## src/hcls_map.svh

```systemverilog
// How it works
// - 4-bit call index names next push slot; mirrored in mode bits 15:12.
// - Call top word reads entry at (call index - 1) mod 16.
// - 3-bit loop index mirrored in mode 10:8; top is (index - 1) mod 8.
// - Active loop first word: end address 31:16, begin address 15:0.
// - Second loop word bit 16 gives kind: 0 loop, 1 patch block.
// - Second loop word bits 15:0 hold iteration count or patch length.
// - Call overflow when index steps up past high limit and enabled.
// - Call underflow when index steps down onto low limit and enabled.
// - Loop overflow when index steps up past high limit and enabled.
// - Loop underflow when index steps down onto low limit and enabled.
// - Alias registers read and write chosen mode fields alone.
// - Sticky mode bits 19..16 record call ovf, call unf, loop ovf, loop unf.
// - Every interrupt copies global enable into prior-enable bit 11.
// - Mode bit 4 set shifts low accumulator word right one bit.
// - Mode 3:2 picks rounding: none, add half, toward zero, dither.
// - Mode 1:0 picks shift: 00 none, 01 shift right.
// - Handler table base held in bits 15:2, others reserved.
// - Auto-update on top write steps index up if direction one, else down.
// - Stack enable bit gates taking requests; masked events still queue.
// - Call stack 16 x 16 bits, loop stack 8 x 49 bits circular.
`ifndef HCLS_MAP_SVH
`define HCLS_MAP_SVH
`define HCLS_A_STQ_BASE 8'h00
`define HCLS_A_CALL_IDX 8'h04
`define HCLS_A_CALL_TOP 8'h08
`define HCLS_A_LOOP_IDX 8'h0C
`define HCLS_A_LP_BND 8'h10
`define HCLS_A_LP_KC 8'h14
`define HCLS_A_LST_BND 8'h18
`define HCLS_A_LST_KC 8'h1C
`define HCLS_A_CALL_HI 8'h20
`define HCLS_A_CALL_LO 8'h24
`define HCLS_A_LOOP_HI 8'h28
`define HCLS_A_LOOP_LO 8'h2C
`define HCLS_A_MODE 8'h30
`define HCLS_A_CALL_CFG 8'h34
`define HCLS_A_LOOP_CFG 8'h38
`define HCLS_A_ROUND 8'h3C
`define HCLS_A_SHIFT 8'h40
`define HCLS_A_STICKY 8'h44
`define HCLS_A_IRQ 8'h48
`define HCLS_STQ_RST 32'h0000_0020
`define HCLS_STQ_MASK 32'h0000_FFFC
`define HCLS_CFG_WDIR 7
`define HCLS_CFG_WEN 6
`define HCLS_CFG_RDIR 5
`define HCLS_CFG_REN 4
`define HCLS_CFG_OVFM 3
`define HCLS_CFG_UNFM 2
`define HCLS_CFG_IEN 1
`define HCLS_MODE_LS 4
`define HCLS_MODE_INT 7
`define HCLS_MODE_INTP 11
`endif

```

## src/hcls_pkg.sv

```systemverilog
package hcls_pkg;
  typedef enum logic [1:0] {
    HCLS_ROUND_NONE,
    HCLS_ROUND_HALF,
    HCLS_ROUND_ZERO,
    HCLS_ROUND_DITHER
  } hcls_round_t;
  typedef enum logic [1:0] {
    HCLS_SHIFT_NONE,
    HCLS_SHIFT_RIGHT,
    HCLS_SHIFT_RIGHT2,
    HCLS_SHIFT_LEFT
  } hcls_shift_t;
  typedef struct packed {
    logic [15:0] end_addr;
    logic [15:0] begin_addr;
    logic patch;
    logic [15:0] count;
  } hcls_loop_t;
  typedef struct packed {
    logic [3:0] sticky;
    logic [3:0] call_idx;
    logic prior_irq_enable;
    logic [2:0] loop_idx;
    logic irq_global_enable;
    logic [1:0] rsvd;
    logic low_word_shift;
    hcls_round_t rounding_select;
    hcls_shift_t shift_select;
  } hcls_mode_t;
endpackage

```

## src/hcls_stacks.sv

```systemverilog
`timescale 1ns/1ps
`include "hcls_map.svh"
module hcls_stacks import hcls_pkg::*; (
  input wire logic clock_i,
  input wire logic reset_i,
  input wire logic hsel_i,
  input wire logic [31:0] haddr_i,
  input wire logic [1:0] htrans_i,
  input wire logic hwrite_i,
  input wire logic [2:0] hsize_i,
  input wire logic [31:0] hwdata_i,
  input wire logic hready_i,
  output logic [31:0] hrdata_o,
  output logic hreadyout_o,
  output logic hresp_o,
  input wire logic irq_taken_i,
  output logic stack_irq_req_o,
  output logic [31:0] stack_isr_table_base_o,
  output logic [1:0] rounding_select_o,
  output logic [1:0] shift_select_o,
  output logic low_word_shift_o
);
  logic [15:0] call_mem [16];
  logic [48:0] loop_mem [8];
  hcls_loop_t active_q;
  logic [3:0] call_idx_q, call_idx_d, call_hi_q, call_lo_q;
  logic [2:0] loop_idx_q, loop_idx_d, loop_hi_q, loop_lo_q;
  logic [7:0] call_cfg_q, loop_cfg_q;
  logic [13:0] stq_base_q;
  logic [3:0] sticky_q, ev;
  logic [3:0] step;
  logic [3:0] call_wslot;
  logic [2:0] loop_wslot;
  logic int_q, intp_q, ls_q;
  logic [1:0] round_q, shift_q;
  logic [31:0] rdata_q;
  logic wr_ph_q;
  logic [7:0] waddr_q;
  logic [7:0] raddr;
  logic rd_go, wr_go;
  logic [3:0] call_top;
  logic [2:0] loop_top;
  hcls_loop_t lst_top;
  hcls_mode_t mode;

  assign rd_go = hsel_i && hready_i && htrans_i[1] && !hwrite_i;
  assign raddr = haddr_i[7:0];
  assign hreadyout_o = 1'b1;
  assign hresp_o = 1'b0;
  assign hrdata_o = rdata_q;
  assign call_top = call_idx_q - 4'd1;
  assign loop_top = loop_idx_q - 3'd1;
  assign lst_top = hcls_loop_t'(loop_mem[loop_top]);
  assign call_wslot = (call_cfg_q[`HCLS_CFG_WEN] && call_cfg_q[`HCLS_CFG_WDIR]) ? call_idx_q : call_top;
  assign loop_wslot = (loop_cfg_q[`HCLS_CFG_WEN] && loop_cfg_q[`HCLS_CFG_WDIR]) ? loop_idx_q : loop_top;
  assign wr_go = wr_ph_q;

  always_comb begin
    mode = '0;
    mode.sticky = sticky_q;
    mode.call_idx = call_idx_q;
    mode.prior_irq_enable = intp_q;
    mode.loop_idx = loop_idx_q;
    mode.irq_global_enable = int_q;
    mode.low_word_shift = ls_q;
    mode.rounding_select = hcls_round_t'(round_q);
    mode.shift_select = hcls_shift_t'(shift_q);
  end

  always_ff @(posedge clock_i or posedge reset_i) begin
    if (reset_i) begin
      wr_ph_q <= 1'b0;
      waddr_q <= 8'h00;
    end else begin
      wr_ph_q <= hsel_i && hready_i && htrans_i[1] && hwrite_i;
      waddr_q <= raddr;
    end
  end

  // Index update on top access
  always_comb begin
    call_idx_d = call_idx_q;
    loop_idx_d = loop_idx_q;
    step = 4'b0000;
    if (wr_go && waddr_q == `HCLS_A_CALL_TOP && call_cfg_q[`HCLS_CFG_WEN]) begin
      step[3] = call_cfg_q[`HCLS_CFG_WDIR];
      step[2] = !call_cfg_q[`HCLS_CFG_WDIR];
    end else if (rd_go && raddr == `HCLS_A_CALL_TOP && call_cfg_q[`HCLS_CFG_REN]) begin
      step[3] = call_cfg_q[`HCLS_CFG_RDIR];
      step[2] = !call_cfg_q[`HCLS_CFG_RDIR];
    end
    if (wr_go && waddr_q == `HCLS_A_LST_KC && loop_cfg_q[`HCLS_CFG_WEN]) begin
      step[1] = loop_cfg_q[`HCLS_CFG_WDIR];
      step[0] = !loop_cfg_q[`HCLS_CFG_WDIR];
    end else if (rd_go && raddr == `HCLS_A_LST_KC && loop_cfg_q[`HCLS_CFG_REN]) begin
      step[1] = loop_cfg_q[`HCLS_CFG_RDIR];
      step[0] = !loop_cfg_q[`HCLS_CFG_RDIR];
    end
    // Direct index writes never step
    if (wr_go && (waddr_q == `HCLS_A_CALL_IDX || waddr_q == `HCLS_A_MODE)) begin
      step[3:2] = 2'b00;
    end
    if (wr_go && (waddr_q == `HCLS_A_LOOP_IDX || waddr_q == `HCLS_A_MODE)) begin
      step[1:0] = 2'b00;
    end
    if (step[3]) begin
      call_idx_d = call_idx_q + 4'd1;
    end
    if (step[2]) begin
      call_idx_d = call_idx_q - 4'd1;
    end
    if (step[1]) begin
      loop_idx_d = loop_idx_q + 3'd1;
    end
    if (step[0]) begin
      loop_idx_d = loop_idx_q - 3'd1;
    end
    if (wr_go && waddr_q == `HCLS_A_CALL_IDX) begin
      call_idx_d = hwdata_i[3:0];
    end
    if (wr_go && waddr_q == `HCLS_A_LOOP_IDX) begin
      loop_idx_d = hwdata_i[2:0];
    end
    if (wr_go && waddr_q == `HCLS_A_MODE) begin
      call_idx_d = hwdata_i[15:12];
      loop_idx_d = hwdata_i[10:8];
    end
  end

  // Overflow and underflow detect
  always_comb begin
    ev = 4'b0000;
    ev[3] = step[3] && call_idx_q == call_hi_q && call_cfg_q[`HCLS_CFG_OVFM];
    ev[2] = step[2] && call_idx_d == call_lo_q && call_cfg_q[`HCLS_CFG_UNFM];
    ev[1] = step[1] && loop_idx_q == loop_hi_q && loop_cfg_q[`HCLS_CFG_OVFM];
    ev[0] = step[0] && loop_idx_d == loop_lo_q && loop_cfg_q[`HCLS_CFG_UNFM];
  end

  assign stack_irq_req_o = (|sticky_q[3:2] && call_cfg_q[`HCLS_CFG_IEN])
    || (|sticky_q[1:0] && loop_cfg_q[`HCLS_CFG_IEN]);

  always_ff @(posedge clock_i or posedge reset_i) begin
    if (reset_i) begin
      call_idx_q <= 4'h0;
      loop_idx_q <= 3'h0;
    end else begin
      call_idx_q <= call_idx_d;
      loop_idx_q <= loop_idx_d;
    end
  end

  always_ff @(posedge clock_i or posedge reset_i) begin
    if (reset_i) begin
      sticky_q <= 4'h0;
    end else if (wr_go && waddr_q == `HCLS_A_STICKY) begin
      sticky_q <= (sticky_q & ~hwdata_i[3:0]) | ev;
    end else if (wr_go && waddr_q == `HCLS_A_MODE) begin
      sticky_q <= hwdata_i[19:16] | ev;
    end else begin
      sticky_q <= sticky_q | ev;
    end
  end

  always_ff @(posedge clock_i) begin
    if (wr_go && waddr_q == `HCLS_A_CALL_TOP) begin
      call_mem[call_wslot] <= hwdata_i[15:0];
    end
    if (wr_go && waddr_q == `HCLS_A_LST_BND) begin
      loop_mem[loop_wslot][48:17] <= hwdata_i;
    end
    if (wr_go && waddr_q == `HCLS_A_LST_KC) begin
      loop_mem[loop_wslot][16:0] <= hwdata_i[16:0];
    end
  end

  always_ff @(posedge clock_i or posedge reset_i) begin
    if (reset_i) begin
      active_q <= '0;
    end else if (wr_go && waddr_q == `HCLS_A_LP_BND) begin
      active_q.end_addr <= hwdata_i[31:16];
      active_q.begin_addr <= hwdata_i[15:0];
    end else if (wr_go && waddr_q == `HCLS_A_LP_KC) begin
      active_q.patch <= hwdata_i[16];
      active_q.count <= hwdata_i[15:0];
    end
  end

  // Configuration and limits
  always_ff @(posedge clock_i or posedge reset_i) begin
    if (reset_i) begin
      call_cfg_q <= 8'h00;
      loop_cfg_q <= 8'h00;
      call_hi_q <= 4'h0;
      call_lo_q <= 4'h0;
      loop_hi_q <= 3'h0;
      loop_lo_q <= 3'h0;
      stq_base_q <= 14'(`HCLS_STQ_RST >> 2);
    end else if (wr_go) begin
      case (waddr_q)
        `HCLS_A_CALL_CFG: call_cfg_q <= hwdata_i[7:0];
        `HCLS_A_LOOP_CFG: loop_cfg_q <= hwdata_i[7:0];
        `HCLS_A_CALL_HI: call_hi_q <= hwdata_i[3:0];
        `HCLS_A_CALL_LO: call_lo_q <= hwdata_i[3:0];
        `HCLS_A_LOOP_HI: loop_hi_q <= hwdata_i[2:0];
        `HCLS_A_LOOP_LO: loop_lo_q <= hwdata_i[2:0];
        `HCLS_A_STQ_BASE: stq_base_q <= hwdata_i[15:2];
        default: ;
      endcase
    end
  end

  always_ff @(posedge clock_i or posedge reset_i) begin
    if (reset_i) begin
      int_q <= 1'b0;
      intp_q <= 1'b0;
      ls_q <= 1'b0;
      round_q <= 2'b00;
      shift_q <= 2'b00;
    end else begin
      if (wr_go && waddr_q == `HCLS_A_MODE) begin
        int_q <= hwdata_i[`HCLS_MODE_INT];
        intp_q <= hwdata_i[`HCLS_MODE_INTP];
        ls_q <= hwdata_i[`HCLS_MODE_LS];
        round_q <= hwdata_i[3:2];
        shift_q <= hwdata_i[1:0];
      end
      if (wr_go && waddr_q == `HCLS_A_ROUND) begin
        round_q <= hwdata_i[3:2];
      end
      if (wr_go && waddr_q == `HCLS_A_SHIFT) begin
        shift_q <= hwdata_i[1:0];
      end
      if (wr_go && waddr_q == `HCLS_A_IRQ) begin
        int_q <= hwdata_i[0];
        intp_q <= hwdata_i[1];
      end
      if (irq_taken_i) begin
        intp_q <= int_q;
      end
    end
  end

  // Read data
  always_ff @(posedge clock_i or posedge reset_i) begin
    if (reset_i) begin
      rdata_q <= 32'h0000_0000;
    end else if (rd_go) begin
      case (raddr)
        `HCLS_A_STQ_BASE: rdata_q <= {16'h0000, stq_base_q, 2'b00};
        `HCLS_A_CALL_IDX: rdata_q <= {28'h000_0000, call_idx_q};
        `HCLS_A_CALL_TOP: rdata_q <= {16'h0000, call_mem[call_top]};
        `HCLS_A_LOOP_IDX: rdata_q <= {29'h0000_0000, loop_idx_q};
        `HCLS_A_LP_BND: rdata_q <= {active_q.end_addr, active_q.begin_addr};
        `HCLS_A_LP_KC: rdata_q <= {15'h0000, active_q.patch, active_q.count};
        `HCLS_A_LST_BND: rdata_q <= {lst_top.end_addr, lst_top.begin_addr};
        `HCLS_A_LST_KC: rdata_q <= {15'h0000, lst_top.patch, lst_top.count};
        `HCLS_A_CALL_HI: rdata_q <= {28'h000_0000, call_hi_q};
        `HCLS_A_CALL_LO: rdata_q <= {28'h000_0000, call_lo_q};
        `HCLS_A_LOOP_HI: rdata_q <= {29'h0000_0000, loop_hi_q};
        `HCLS_A_LOOP_LO: rdata_q <= {29'h0000_0000, loop_lo_q};
        `HCLS_A_MODE: rdata_q <= {12'h000, mode};
        `HCLS_A_CALL_CFG: rdata_q <= {24'h00_0000, call_cfg_q};
        `HCLS_A_LOOP_CFG: rdata_q <= {24'h00_0000, loop_cfg_q};
        `HCLS_A_ROUND: rdata_q <= {28'h000_0000, round_q, 2'b00};
        `HCLS_A_SHIFT: rdata_q <= {30'h0000_0000, shift_q};
        `HCLS_A_STICKY: rdata_q <= {28'h000_0000, sticky_q};
        `HCLS_A_IRQ: rdata_q <= {30'h0000_0000, intp_q, int_q};
        default: rdata_q <= 32'h0000_0000;
      endcase
    end
  end

  assign stack_isr_table_base_o = {16'h0000, stq_base_q, 2'b00};
  assign rounding_select_o = round_q;
  assign shift_select_o = shift_q;
  assign low_word_shift_o = ls_q;
endmodule

```

## config.mk

```make
export PLATFORM = sky130hd
export DESIGN_NAME = hcls_stacks
export DESIGN_NICKNAME = d
export VERILOG_FILES = /design/src/hcls_pkg.sv /design/src/hcls_stacks.sv
export VERILOG_INCLUDE_DIRS = /design/src
export SDC_FILE = /design/constraint.sdc
export NUM_CORES = 1
export LEC_CHECK = 0
export ABC_AREA = 1
export BUFFER_PORTS_ARGS = -buffer_cell sky130_fd_sc_hd__buf_2
export CORE_UTILIZATION = 30
export DETAILED_ROUTE_END_ITERATION = 8
export PLACE_DENSITY_LB_ADDON = 0.2
export SETUP_SLACK_MARGIN = 0.4
export SLEW_MARGIN = 20
export SYNTH_ARGS = -nofsm -noshare
export SYNTH_HDL_FRONTEND = slang
export SYNTH_SLANG_ARGS = --single-unit
```

## constraint.sdc

```tcl
create_clock -name clock_i -period 4.4 [get_ports clock_i]
set_input_delay 0.66 -clock clock_i [delete_from_list [all_inputs] [get_ports clock_i]]
set_output_delay 0.66 -clock clock_i [all_outputs]
set_load 0.02 [all_outputs]
```

Word-level counts from Yosys, hierarchy flattened:

Memories as Yosys holds them, arrays and structs flattened.
Cells that the tools add are included.

* memories kept: 2
* bits in registers: 152
* RAM bits: 648
* logic and storage cells: 168
* output and inout bits: 72

Memory list
* loop_mem: depth 8, width 49, rd ports 1, clocked after Yosys merged registers in 0, wr ports 1, RTL line hcls_stacks.sv:24 `logic [48:0] loop_mem [8];`
* call_mem: depth 16, width 16, rd ports 1, clocked after Yosys merged registers in 0, wr ports 1, RTL line hcls_stacks.sv:23 `logic [15:0] call_mem [16];`

* eq/ne operators: 40
* bitwise gates (word level): 6
* mux-type cells: 34
* add/sub/neg operators: 4
* reduce and logical (&&, ||, !) cells: 60

Operator list (count)
* $pmux 32 s19: 1
* $eq 8x6->1 const B: 16
* $eq 8x5->1 const B: 8
* $eq 8x7->1 const B: 6
* $logic_and 1x1->1: 36
* $eq 8x4->1 const B: 4
* $mux 4: 7
* $mux 2: 10
* $eq 8x3->1 const B: 2
* $logic_not 8->1: 2
* $reduce_and 2->1: 8
* $mux 3: 5
* $or 4x4->4: 3
* $mux 1: 11
* $eq 4x4->1: 2
* $eq 3x3->1: 2
* $reduce_bool 2->1: 3
* $logic_not 1->1: 5
* $add 4x1->4 const B: 1
* $and 4x4->4: 1
* $not 4->4: 1
* $reduce_or 2->1: 2
* $sub 4x1->4 const B: 1
* $add 3x1->3 const B: 1
* 4 further kinds: 6

Longest topological paths before layout:

* word-level depth: 18
* mapped depth: 18

Least setup slack after synthesis:

No wires, ideal clock.

* kind: reg2reg
* start: reg loop_idx_q[0]
* end: mem loop_mem[2][17], enable pin
* arrival time: 3.595 ns
* cell stages (with the launch flop): 14
* clock period less this slack: 4.016 ns
* required time: 3.979 ns
* slack: 0.384 ns
* cells stage by stage: dfrtp_1 -> buf_2 -> inv_2 -> buf_2 -> buf_1 -> ha_1 -> inv_1 -> buf_1 -> nand2_1 -> o21ai_0 -> inv_1 -> nor2_1 -> nand2_1 -> nor2_1

* cells in the longest elaborated chain, start to end: 2

Ends and longest elaborated chain
* from (decl): RTL line hcls_stacks.sv:27 `logic [2:0] loop_idx_q, loop_idx_d, loop_hi_q, loop_lo_q;`
* from (signal assigned): RTL line hcls_stacks.sv:148 `loop_idx_q <= loop_idx_d;`
* $sub 3x1->3: RTL line hcls_stacks.sv:52 `assign loop_top = loop_idx_q - 3'd1;`
* $mux 3 (*): RTL line hcls_stacks.sv:55 `` assign loop_wslot = (loop_cfg_q[`HCLS_CFG_WEN] && loop_cfg_q[`HCLS_CFG_WDIR]) ? loop_idx_q : loop_top; ``
* to (decl): RTL line hcls_stacks.sv:24

Mark *: on every way between the ends. The rest lies on a longest branch, timed or not.

Worst setup path in the final report:

* start: reg loop_idx_q[0]
* end: reg rdata_q[1] (netlist: hrdata_o[1])

* cells in the longest elaborated chain, start to end: 3

Ends and longest elaborated chain
* $sub 3x1->3: RTL line hcls_stacks.sv:52
* $mem_v2 8x49
* $pmux 32 s19: RTL line hcls_stacks.sv:248 `case (raddr)`
* to (signal assigned): RTL line hcls_stacks.sv:249 `` `HCLS_A_STQ_BASE: rdata_q <= {16'h0000, stq_base_q, 2'b00}; ``
* to (signal assigned): RTL line hcls_stacks.sv:250 `` `HCLS_A_CALL_IDX: rdata_q <= {28'h000_0000, call_idx_q}; ``
* to (signal assigned): RTL line hcls_stacks.sv:251 `` `HCLS_A_CALL_TOP: rdata_q <= {16'h0000, call_mem[call_top]}; ``
* to (decl): RTL line hcls_stacks.sv:36 `logic [31:0] rdata_q;`

No other way between the ends.
A chain may end at the register's enable or synchronous reset.

==> metrics.md <==
| Metric | Value |
|---|---|
| Setup Total Neg Slack | 0 ns |
| Total power per unit cell area | 434 mW/mm² |
| H-tree levels | 3 |
| Commonest non-fill, non-tap cell in the layout | edfxtp_1 |
| WP depth | 12 |
| Worst Setup SP | loop_idx_q[0] |
| Syn_area_per_cell | 11.8 µm² |
| Main synth FF type | edfxtp_1 |
| Clock Latency Late Sink | 0.66 ns |
| Clock transition at path regs | 0.06 ns |
| Std-Cell Rows | 121 |
| N_diodes | 0 |
| CTS Buf Count | 87 |
| Async set or reset register ratio after synthesis | 19.0% |
| Core area | 0.109 mm² |
| Detailed Place HPWL | 62,100 µm |
| Vias in the first global route | 22,100 |
| Placed cell area | 0.0355 mm² |
| Seq cells post-synth | 800 |
| Critical R2R Launch | loop_idx_q[0] |
| Commonest cells after routing, fill and taps aside | 648 x edfxtp_1, 516 x nand2_1, 337 x o21ai_0 |
| Mapped Cells | 2,808 |
| Crit Path Max Fanout | 35 |
| Post-CTS resize count | 0 |
| Tcrit/Tclk final | 82.0% |
| Crit-path slowest cell | dfrtp_4 |
| Via count | 22,500 |
| Die ar. | 0.112 mm² |
| Worst Setup EP | hrdata_o[1] |
| Pleak | 0.0139 µW |
| Final slew viol count | 0 |
| Flop-to-flop setup slack | 0.79 ns |
| CTS tree | done |
| Cell mode on critical path | nand2_1 |
| Drt drc | 0 |
| # setup viols final | 0 |
| Die height | 334 µm |
| Die X | 334 µm |
| Initial antenna violation count | 8 |
| Final nets | 2,987 |
| Final Hold Fails | 0 |
| Vias per Instance | 5.05 |
| Worst setup EP type | flop |
| Iteration-0 DRC Markers | 2,185 |
| Worst path top cell family by delay | simple AND/OR/NAND/NOR gates |
| CP startpoint kind | flop |
| Max-cap violations | 0 |
| Worst path max stage delay | 0.59 ns |
| Post-layout min period | 3.61 ns |
| Path depth of the worst reg2reg path | 12 |
| CP cell instances | inv_6 > ha_4 > inv_2 > buf_12 > o21ai_0 > o22ai_1 > o211ai_1 > nand2_1 > nor4_1 > o21ai_1 > nand2_1 > nand2_1 |
| Max IR drop VDD | 0.285 mV |
| Pre-Repair DR Iteration Count | 5 |
| Hold_buf cts | 0 |
| Clock root buffer | clkbuf_16 |
| Buf/Inv on CP | 3 |
| Post-CTS setup buffers | 0 |
| Outcome | finished, final reports clean |
| Slew headroom | 18.1% |
| Critical R2R Capture | hrdata_o[1] |
| First-pass GRT wire length | 148,000 µm |
| Yosys warnings | 0 |
| Post-synth EDFFs | 648 |
| Maximum clock path buffer count | 3 |
| RSZ-0062 raised after global routing | no |
| GRT Resource Usage Total | 17.8% |
| Grt total ovfl | 0 |
| Crit path kind | reg -> reg |
| CP required | 4.94 ns |
| Routed Antenna Nets | 0 |
| Initial Util | 30.4% |
| Post-Route Skew | 0.0293 ns |
| Post-synth cell types | 45 |
| Final WL | 100,000 µm |
| Top Ports | 147 |
| Gpl congestion | 0.895 |
| Final Cell Area | 0.0384 mm² |
| Area Growth Syn to Fin | 16.0% |
| Pin count of the biggest net entering global routing | 153 |
| Arrival @ worst endpoint | 4.15 ns |
| Cell Area, Synth | 0.0331 mm² |
| Ratio of cells with drive above 1 in the final layout | 13.1% |
| Sequential share of the synthesized area | 70.2% |
| CTS Sinks | 800 |
| Fmax | 277 MHz |
| Hold Path Class | in -> async |
| Routed wire per std cell | 22.5 µm |
| Measured slew at the worst slew-check pin | 1.23 ns |
| # port buffers | 98 |
| Fill cells | 10,700 |
## how the worst min path moves through the flow
stage / endpoint / slack (ns) / start / cells after the start
6_report: active_q[37] / 0.1 / reset_i / 3
5_1_grt: waddr_q[2] / 0.16 / haddr_i[2] / 1
4_1_cts: waddr_q[2] / 0.13 / haddr_i[2] / 1
3_5_place_dp: hrdata_o[21] / 0.46 / hrdata_o[21] / 2
3_3_place_gp: hrdata_o[20] / 0.46 / hrdata_o[20] / 2
2_1_floorplan: call_cfg_q[2] / 0.45 / call_cfg_q[2] / 2
## per-stage QoR
| step | instances | util, % | hold WS, ns | power, µW | setup slack, ns |
|---|---|---|---|---|---|
| after global placement | 4295 | 32.6 | 0.458 | 9510 | 0.697 |
| after global routing | 4458 | 35.2 | 0.162 | 17200 | 0.609 |
| final | 4458 | 35.2 | 0.0997 | 16700 | 0.794 |
| after CTS | 4458 | 35.2 | 0.132 | 16900 | 0.690 |
| after detailed placement | 4295 | 32.6 | 0.460 | 9540 | 0.719 |
| after floorplan | 2826 | - | 0.453 | 9080 | 0.506 |
## tightest hold or removal path, stage by stage
cell        delay [ns]
buf_2             0.11
clkinvlp_4        0.07
buf_12            0.43
## area by class of cell
class | count | area (µm²) | share of cell area (%)
flip-flops and latches | 800 | 23300 | 60.6
multi-input cells | 1724 | 8780 | 22.8
clock buffers | 119 | 2450 | 6.37
well taps | 1476 | 1850 | 4.81
repair buffers | 172 | 1170 | 3.05
inverters | 123 | 473 | 1.23
clock inverters | 44 | 435 | 1.13
## registers in the layout, indices dropped and copies added, names as in the netlist, 4 cells and up
register    count
loop_mem      392
call_mem      256
active_q       49
hrdata_o       32
stq_base_q     14
call_cfg_q      8
loop_cfg_q      8
waddr_q         8
call_hi_q       4
call_idx_q      4
call_lo_q       4
sticky_q        4
## Yosys cell counts, types with 3 or more instances
cell / n / share of area [%]
dfrtp_1: 151 / 11
ha_1: 4 / 0.15
nor2_1: 291 / 3.3
nor2_4: 6 / 0.20
clkbuf_1: 91 / 1.0
buf_4: 20 / 0.45
buf_2: 51 / 0.77
o21ai_0: 337 / 5.1
o2111ai_1: 9 / 0.24
nand4_1: 13 / 0.25
inv_1: 109 / 1.2
nand2_2: 8 / 0.15
a32o_1: 33 / 1.0
o211ai_1: 67 / 1.5
mux2_2: 8 / 0.27
o21ai_1: 10 / 0.15
edfxtp_1: 648 / 59
nand3_2: 6 / 0.18
a221oi_1: 14 / 0.37
o22ai_1: 69 / 1.3
nor2_2: 11 / 0.21
xor2_1: 4 / 0.11
a31oi_1: 3 / 0.057
a21oi_1: 128 / 1.9
a22oi_1: 39 / 0.88
buf_1: 17 / 0.19
o221ai_1: 39 / 1.0
inv_2: 14 / 0.16
nor4_1: 3 / 0.057
nand2_1: 517 / 5.9
nor3_1: 7 / 0.11
xnor2_1: 4 / 0.11
nand3_1: 62 / 0.94
## cell families (layout without fill, tap and decap cells)
| kind of cell | count (synthesis) | count (layout) | share of synthesized area, % |
|---|---|---|---|
| other | 2 | 20 | 0.0227 |
| xor gates and xnor gates | 10 | 10 | 0.310 |
| and+or+nand+nor | 929 | 929 | 11.5 |
| AOI/OAI and AO/OA | 753 | 753 | 13.7 |
| adders and majority gates | 4 | 4 | 0.151 |
| DFF | 800 | 800 | 70.2 |
| buffers and inverters | 302 | 458 | 3.84 |
| muxes | 8 | 8 | 0.272 |
## routing by layer
layer | up-vias | part of all wire (%) | global-route usage [%]
met4 | 2 | 2.2 | 5.29
li1 | 10400 | - | -
met3 | 135 | 4.9 | 1.97
met5 | - | 0.011 | 0
met1 | 11400 | 46 | 25.2
met2 | 635 | 47 | 28.7
## power breakdown
part / switching (µW) / internal (µW) / leakage, µW
sequential: 34.9 / 8220 / 0.00744
combinational: 819 / 299 / 0.00507
clock: 3020 / 4270 / 0.00141
total: 3880 / 12800 / 0.0139
Note: power is estimated with default switching activity, not from simulation.
